## src/logic/sfp_pkg.sv

```systemverilog
package sfp_pkg;

  // ----------------------------------------------------------------
  // link framing
  // ----------------------------------------------------------------
  localparam int unsigned UNIT_BITS      = 8;
  localparam int unsigned BIT_CNT_W      = 4;
  localparam int unsigned ID_BYTES       = 7;
  localparam int unsigned ID_IDX_W       = 3;
  localparam int unsigned ADDR_W         = 24;

  // ----------------------------------------------------------------
  // reset values
  // ----------------------------------------------------------------
  localparam logic [7:0]  TX_RESET_BYTE  = 8'hff;
  localparam logic        BUSY_RESET     = 1'b1;
  localparam logic        LINE_IDLE      = 1'b1;

  // ----------------------------------------------------------------
  // oscillator cycles required while reset is held (met by the host)
  // ----------------------------------------------------------------
  localparam int unsigned RESET_OSC_CYCLES = 20;

  // ----------------------------------------------------------------
  // memory side grouping
  // ----------------------------------------------------------------
  typedef struct packed {
    logic              req;
    logic              write;
    logic [ADDR_W-1:0] addr;
    logic [7:0]        wdata;
  } sfp_mem_req_t;

  typedef struct packed {
    logic       ack;
    logic [7:0] rdata;
  } sfp_mem_rsp_t;

endpackage : sfp_pkg

```

## src/logic/sfp_id_store.sv

```systemverilog
`timescale 1ns/1ps
`default_nettype none

// holds the expected id bytes; read data registered
module sfp_id_store
  import sfp_pkg::*;
#(
  parameter int unsigned DEPTH = ID_BYTES
)
(
  // clock and reset
  input  wire logic                clk_i,
  input  wire logic                rst_b_i,
  // load port
  input  wire logic                wr_en_i,
  input  wire logic [ID_IDX_W-1:0] wr_idx_i,
  input  wire logic [7:0]          wr_data_i,
  // read port
  input  wire logic [ID_IDX_W-1:0] rd_idx_i,
  output logic      [7:0]          rd_data_o
);

  logic [7:0] mem_q [DEPTH];

  always_ff @(posedge clk_i)
  begin
    if (wr_en_i)
    begin
      mem_q[wr_idx_i] <= wr_data_i;
    end
  end

  always_ff @(posedge clk_i or negedge rst_b_i)
  begin
    if (!rst_b_i)
    begin
      rd_data_o <= 8'h00;
    end
    else
    begin
      rd_data_o <= mem_q[rd_idx_i];
    end
  end

endmodule : sfp_id_store

`default_nettype wire

```

## src/logic/sfp_port.sv

```systemverilog
`timescale 1ns/1ps
`default_nettype none

// How it works
// - programming mode entered when reset releases with mode pin at high voltage
// - transfer clock is only an input; host makes it for both directions
// - busy goes low when ready to receive, high as reception starts
// - receive bits are sampled on rising transfer clock edges
// - transmit bits change on falling transfer clock edges
// - all transfers are eight-bit units, least significant bit first
// - busy stays high during transfers and during erase or program
// - a seven-byte id code guards access to non-blank flash
// - commands refused when flash not blank and id mismatches; the guard here blocks only writes, reads still pass
// - only user area may be rewritten; boot area writes blocked
// - memory or status contents returned after the matching command
module sfp_port
  import sfp_pkg::*;
#(
  parameter logic [ADDR_W-1:0] BOOT_BASE = 24'h0f0000,
  parameter logic [ADDR_W-1:0] BOOT_TOP  = 24'h0fffff
)
(
  // clock and reset
  input  wire logic               mclk_i,
  input  wire logic               rst_b_i,
  // mode strap
  input  wire logic               mode_select_pin_i,
  output logic                    prog_mode_o,
  // serial link
  input  wire logic               transfer_clock_input_i,
  input  wire logic               serial_receive_line_i,
  output logic                    serial_transmit_line_o,
  output logic                    busy_output_pin_o,
  // byte stream to the control program
  output logic                    rx_valid_o,
  output logic [7:0]              rx_byte_o,
  input  wire logic               tx_load_i,
  input  wire logic [7:0]         tx_byte_i,
  input  wire logic               ready_i,
  // id check
  input  wire logic               id_load_i,
  input  wire logic [ID_IDX_W-1:0] id_idx_i,
  input  wire logic [7:0]         id_byte_i,
  input  wire logic               id_cmp_i,
  input  wire logic               id_done_i,
  input  wire logic               flash_blank_i,
  output logic                    id_ok_o,
  output logic                    cmd_accept_o,
  // flash operations
  input  wire logic               flash_busy_i,
  input  wire sfp_mem_req_t       mem_req_i,
  output sfp_mem_req_t            mem_req_o,
  output logic                    wr_blocked_o
);

  // ----------------------------------------------------------------
  // reset release
  // ----------------------------------------------------------------
  logic rst_s1_q;
  logic rst_s2_q;

  always_ff @(posedge mclk_i or negedge rst_b_i)
  begin
    if (!rst_b_i)
    begin
      rst_s1_q <= 1'b0;
      rst_s2_q <= 1'b0;
    end
    else
    begin
      rst_s1_q <= 1'b1;
      rst_s2_q <= rst_s1_q;
    end
  end

  logic rst_n;
  assign rst_n = rst_s2_q;

  // ----------------------------------------------------------------
  // pin synchronisers
  // ----------------------------------------------------------------
  logic [1:0] sclk_s_q;
  logic [1:0] rxd_s_q;
  logic [1:0] mode_s_q;
  logic       sclk_prev_q;

  always_ff @(posedge mclk_i or negedge rst_n)
  begin
    if (!rst_n)
    begin
      sclk_s_q    <= {2{LINE_IDLE}};
      rxd_s_q     <= {2{LINE_IDLE}};
      mode_s_q    <= 2'h0;
      sclk_prev_q <= LINE_IDLE;
    end
    else
    begin
      sclk_s_q    <= {sclk_s_q[0], transfer_clock_input_i};
      rxd_s_q     <= {rxd_s_q[0], serial_receive_line_i};
      mode_s_q    <= {mode_s_q[0], mode_select_pin_i};
      sclk_prev_q <= sclk_s_q[1];
    end
  end

  logic sclk_rise;
  logic sclk_fall;
  assign sclk_rise = sclk_s_q[1] & ~sclk_prev_q;
  assign sclk_fall = ~sclk_s_q[1] & sclk_prev_q;

  // ----------------------------------------------------------------
  // mode strap capture
  // ----------------------------------------------------------------
  // caught once after the synchroniser has filled; later changes ignored
  logic       strap_done_q;
  logic [1:0] strap_wait_q;

  always_ff @(posedge mclk_i or negedge rst_n)
  begin
    if (!rst_n)
    begin
      strap_done_q <= 1'b0;
      strap_wait_q <= 2'h0;
      prog_mode_o  <= 1'b0;
    end
    else if (!strap_done_q)
    begin
      strap_wait_q <= strap_wait_q + 2'h1;
      if (strap_wait_q == 2'h2)
      begin
        prog_mode_o  <= mode_s_q[1];
        strap_done_q <= 1'b1;
      end
    end
  end

  // ----------------------------------------------------------------
  // receive and transmit shift
  // ----------------------------------------------------------------
  typedef enum logic [1:0] {
    ST_IDLE,
    ST_XFER,
    ST_HOLD
  } sfp_state_t;

  sfp_state_t             state_q;
  logic [BIT_CNT_W-1:0]   bit_cnt_q;
  logic [7:0]             rx_sh_q;
  logic [7:0]             tx_sh_q;

  always_ff @(posedge mclk_i or negedge rst_n)
  begin
    if (!rst_n)
    begin
      state_q    <= ST_IDLE;
      bit_cnt_q  <= '0;
      rx_sh_q    <= 8'h00;
      rx_valid_o <= 1'b0;
      rx_byte_o  <= 8'h00;
    end
    else
    begin
      rx_valid_o <= 1'b0;
      case (state_q)
        ST_IDLE:
        begin
          if (prog_mode_o && (sclk_fall || sclk_rise))
          begin
            state_q <= ST_XFER;
          end
          if (prog_mode_o && sclk_rise)
          begin
            rx_sh_q   <= {rxd_s_q[1], rx_sh_q[7:1]};
            bit_cnt_q <= BIT_CNT_W'(1);
          end
        end
        ST_XFER:
        begin
          if (sclk_rise)
          begin
            rx_sh_q   <= {rxd_s_q[1], rx_sh_q[7:1]};
            bit_cnt_q <= bit_cnt_q + BIT_CNT_W'(1);
            if (bit_cnt_q == BIT_CNT_W'(UNIT_BITS - 1))
            begin
              rx_valid_o <= 1'b1;
              rx_byte_o  <= {rxd_s_q[1], rx_sh_q[7:1]};
              bit_cnt_q  <= '0;
              state_q    <= ST_HOLD;
            end
          end
        end
        ST_HOLD:
        begin
          if (ready_i && !flash_busy_i)
          begin
            state_q <= ST_IDLE;
          end
        end
        default:
        begin
          state_q <= ST_IDLE;
        end
      endcase
    end
  end

  // tx byte is staged on tx_load_i while state_q is not ST_XFER, so it is in place before the first fall
  always_ff @(posedge mclk_i or negedge rst_n)
  begin
    if (!rst_n)
    begin
      tx_sh_q                <= TX_RESET_BYTE;
      serial_transmit_line_o <= LINE_IDLE;
    end
    else if (tx_load_i && state_q != ST_XFER)
    begin
      tx_sh_q                <= tx_byte_i;
      serial_transmit_line_o <= tx_byte_i[0];
    end
    else if (sclk_fall && state_q == ST_XFER)
    begin
      serial_transmit_line_o <= tx_sh_q[1];
      tx_sh_q                <= {LINE_IDLE, tx_sh_q[7:1]};
    end
  end

  // ----------------------------------------------------------------
  // busy
  // ----------------------------------------------------------------
  always_ff @(posedge mclk_i or negedge rst_n)
  begin
    if (!rst_n)
    begin
      busy_output_pin_o <= BUSY_RESET;
    end
    else
    begin
      busy_output_pin_o <= !prog_mode_o || state_q != ST_IDLE
                           || flash_busy_i || !ready_i;
    end
  end

  // ----------------------------------------------------------------
  // id code check
  // ----------------------------------------------------------------
  logic [7:0]          id_exp;
  logic                id_mis_q;

  sfp_id_store #(
    .DEPTH (ID_BYTES)
  ) u_id (
    .clk_i     (mclk_i),
    .rst_b_i   (rst_n),
    .wr_en_i   (id_load_i),
    .wr_idx_i  (id_idx_i),
    .wr_data_i (id_byte_i),
    .rd_idx_i  (id_idx_i),
    .rd_data_o (id_exp)
  );

  // compare one cycle after id_idx_i is presented, registered read
  logic       cmp_q;
  logic [7:0] cmp_byte_q;

  always_ff @(posedge mclk_i or negedge rst_n)
  begin
    if (!rst_n)
    begin
      cmp_q      <= 1'b0;
      cmp_byte_q <= 8'h00;
      id_mis_q   <= 1'b0;
      id_ok_o    <= 1'b0;
    end
    else
    begin
      cmp_q      <= id_cmp_i;
      cmp_byte_q <= id_byte_i;
      if (id_cmp_i && id_idx_i == '0)
      begin
        id_mis_q <= 1'b0;
      end
      else if (cmp_q && cmp_byte_q != id_exp)
      begin
        id_mis_q <= 1'b1;
      end
      if (id_done_i)
      begin
        id_ok_o <= !(id_mis_q || (cmp_q && cmp_byte_q != id_exp));
      end
    end
  end

  assign cmd_accept_o = flash_blank_i || id_ok_o;

  // ----------------------------------------------------------------
  // rewrite guard
  // ----------------------------------------------------------------
  function automatic logic in_boot(input logic [ADDR_W-1:0] a);
    in_boot = (a >= BOOT_BASE) && (a <= BOOT_TOP);
  endfunction : in_boot

  logic blocked;
  assign blocked = mem_req_i.req && mem_req_i.write
                   && (in_boot(mem_req_i.addr) || !cmd_accept_o);

  always_ff @(posedge mclk_i or negedge rst_n)
  begin
    if (!rst_n)
    begin
      mem_req_o    <= '0;
      wr_blocked_o <= 1'b0;
    end
    else
    begin
      mem_req_o     <= mem_req_i;
      mem_req_o.req <= mem_req_i.req && !blocked;
      wr_blocked_o  <= blocked;
    end
  end

endmodule : sfp_port

`default_nettype wire

```

## config.mk

```make
export PLATFORM = sky130hd
export DESIGN_NAME = sfp_port
export DESIGN_NICKNAME = d
export VERILOG_FILES = /design/src/logic/sfp_pkg.sv /design/src/logic/sfp_id_store.sv /design/src/logic/sfp_port.sv
export SDC_FILE = /design/constraint.sdc
export NUM_CORES = 1
export LEC_CHECK = 0
export BUFFER_PORTS_ARGS = -buffer_cell sky130_fd_sc_hd__buf_4
export CAP_MARGIN = 20
export CELL_PAD_IN_SITES_DETAIL_PLACEMENT = 0
export CELL_PAD_IN_SITES_GLOBAL_PLACEMENT = 2
export CORE_UTILIZATION = 32
export DETAILED_ROUTE_END_ITERATION = 7
export PLACE_DENSITY = 0.74
export SETUP_SLACK_MARGIN = 0.05
export SLEW_MARGIN = 20
export SYNTH_ARGS = -nofsm -noshare
export SYNTH_HDL_FRONTEND = slang
export SYNTH_SLANG_ARGS = --single-unit
```

## constraint.sdc

```tcl
create_clock -name mclk_i -period 7.3 [get_ports mclk_i]
set_input_delay 0.365 -clock mclk_i [delete_from_list [all_inputs] [get_ports mclk_i]]
set_output_delay 0.365 -clock mclk_i [all_outputs]
set_load 0.02 [all_outputs]
```

==> metrics.md <==
| Metric | Value |
|---|---|
| Worst slack, placed | `5.22 ns` |
| Final WL | `10600 um` |
| RSZ-0062 raised after global routing | `no` |
| Register area share after synthesis | `76.5%` |
| Worst-path cell chain | `ha_1, nand2_2, nor3_4, mux2_2` |
| FP Rows | `47` |
| Fin crit share | `24.7%` |
| Final #Nets | `531` |
| Max Cap Viol | `0` |
| Syn nets | `406` |
| Mean number of vias per cell | `4.39` |
| I/O Buffers | `113` |
| Relative slew slack | `27.9%` |
| Crit path max fanout | `10` |
| Setup tns final | `0 ns` |
| Async SR Flop Fraction | `63.6%` |
| Initial Util | `32.7%` |
| Post-synthesis cell type count | `45` |
| Pleak | `3.07 nW` |
| Initial DRC Count | `188` |
| Most frequent cell after synthesis | `dfrtp_1` |
| Met1 WL | `4600 um` |
| Root buffer cell | `clkbuf_16` |
| Max stage delay cell, worst path | `dfstp_2` |
| H-tree depth | `4` |
| Grt ovf | `0` |
| Crit path launch type | `flop` |
| CTS buffer count | `17` |
| Min-Delay Path Class | `in2reg` |
| Status | `complete, no violations` |
| First-pass GRT wire length | `17200 um` |
| Number of global-route vias before repair | `3309` |
| Final core utilization | `43.0%` |
| Die width | `132 um` |
| DR top layer | `met4` |
| Final instance count without filler cells | `695` |
| Core Area | `16600 sq um` |
| Final ANT Viol Nets | `0` |
| Hold path start | `mem_req_i[0]` |
| Met3 Wirelength | `430 um` |
| Worst r2r path cells | `4` |
| Final hold slack | `0.0572 ns` |
| Worst Path Required | `7.59 ns` |
| Area after DPL | `6510 sq um` |
| Initial antenna violation count | `0` |
| Design area | `7130 sq um` |
| Area fraction of the dominant cell type after synthesis | `38.8%` |
| DR vias | `3054` |
| Reg-to-reg critical path endpoint | `rx_byte_o[6]` |
| Share of layout cells above drive strength 1 | `40.2%` |
| CP arrival | `2.09 ns` |
| Final hold violations | `0` |
| Max Root-Sink Buffers | `2` |
| Final setup violating endpoints | `0` |
| Clk pin slew, worst setup/hold paths | `0.06 ns` |
| R2R setup slack | `5.50 ns` |
| Pre-antenna DRT Iters | `4` |
| Post-DP HPWL | `7210 um` |
| Die area | `17500 sq um` |
| Final Power | `2.23 mW` |
| Mapped Area | `5420 sq um` |
| Worst hold path endpoint | `mem_req_o[0]` |
| WL/cell | `15.2 um` |
| Inst Count DP | `662` |
| Total GRT Usage | `13.0%` |
| Fill cell count | `1552` |
| # resized after CTS | `0` |
| Worst-Margin Slew | `1.07 ns` |
| Predominant post-synthesis flop cell | `dfrtp_1` |
| Crit end category | `flop` |
| Post-synth EDFFs | `56` |
| Critical R2R Launch | `sclk_s_q[1]` |
| Die Y | `132 um` |
| Max Transition Viols Final | `0` |
| Final WS setup | `5.50 ns` |
| Sinks on Clock Net | `154` |
| Highest achievable clock rate | `555 MHz` |
| Clock Skews | `0.00819 ns` |
| Hold Path Depth | `1` |
| Clk_lat worst skew | `0.41 ns` |
| Number of synthesis warnings | `0` |
| Largest cells by area after synthesis | `dfrtp_1 39%, edfxtp_1 31%, dfstp_2 6.8%, mux2_2 3.5%, mux4_2 3.3%` |
| Avg Synthesized Cell Area | `16.1 sq um` |
| CP max stage delay | `0.54 ns` |
| Area delta synth->final | `31.4%` |
| Kind of critical path | `reg2reg` |
| Synth Instances | `337` |
| Met2 routed WL | `5480 um` |
| CTS tree | `yes` |
| Power density over the cells | `312 nW/um^2` |
| Pin count of the biggest net entering global routing | `60` |
| Dominant cell type by area after synthesis | `dfrtp_1` |
| DRC viols | `0` |
| Peak VDD IR | `250 uV` |
| Ports | `114` |
| Ant diodes | `0` |
| Synthesis-stage register bit count | `154` |
| Leading cell types by count after synthesis | `84 x dfrtp_1, 56 x edfxtp_1, 37 x nand2_1` |
| Final Wtd Congestion | `0.736` |
| Tmin final | `1.80 ns` |
[flip-flops by register name, summed over array words and instances (netlist names), 2 cells and up]
name / cells
u_id.rd_data_o: 8
cmp_byte_q: 8
mem_req_o: 34
mode_s_q: 2
bit_cnt_q: 4
tx_sh_q: 8
u_id.mem_q: 56
state_q: 2
rx_sh_q: 7
sclk_s_q: 2
rx_byte_o: 8
strap_wait_q: 2
rxd_s_q: 2
[cells by family after synthesis]
logic type | Yosys count | synth area share [%]
compound gates | 39 | 4.22
mux | 33 | 8.33
xor+xnor | 9 | 1.45
fa+ha+maj | 4 | 0.923
simple gates | 76 | 6.71
buf+inv | 21 | 1.75
other cells | 1 | 0.0691
flops | 154 | 76.5
[critical path, delay by kind of cell, from the launching register on]
family / cells / cell delay [ns]
adders and majority gates: 1 / 0.26
DFF: 1 / 0.54
muxes: 1 / 0.39
and+or+nand+nor: 2 / 0.49
[where the power goes]
group / internal (mW) / switching (mW)
logic: 0.130 / 0.147
clock network: 0.537 / 0.347
registers: 1.01 / 0.0609
[cell type report]
type                       instances  area [sq um]  area share, %
tap                              220           275           3.86
timing repair buffer             115           866           12.1
multi-input combinational        162          1180           16.6
sequential                       154          4160           58.3
clock inverter                    12           135           1.90
clock buffer                      20           468           6.57
inverter                          12          45.0          0.632
[worst max path at each step]
stage,startpoint,end
3_3_place_gp,id_idx_i[2],u_id.mem_q[0][5]
6_report,sclk_s_q[1],rx_byte_o[6]
2_1_floorplan,rst_n,bit_cnt_q[0]
3_5_place_dp,id_idx_i[2],u_id.mem_q[0][3]
5_1_grt,sclk_prev_q,bit_cnt_q[3]
4_1_cts,sclk_s_q[1],rx_byte_o[1]
[layer usage]
metal  GRT usage [%]  vias to the layer above
met5               0                        -
met4            3.26                        0
met3            4.23                        5
met2            21.6                       62
met1            16.3                     1540
li1                -                     1447
[cells in the final DEF (no fill, tap or decap), types with 8 or more instances in the layout]
cell type    n
a21oi_1      9
buf_4      114
clkbuf_16   18
dfrtp_1     83
dfstp_2     14
edfxtp_1    56
inv_1       12
mux2_2      17
mux2i_1      8
mux4_2       8
nand2_1     37
nor2_1      12
o21ai_0     14
xor2_1       8
[timing repair]
action | in CTS | in global routing
hold buffers | 1 | 0
endpoints found under the hold margin | 2 | 0
setup buffers | 0 | 0
Note: power is estimated with default switching activity, not from simulation.
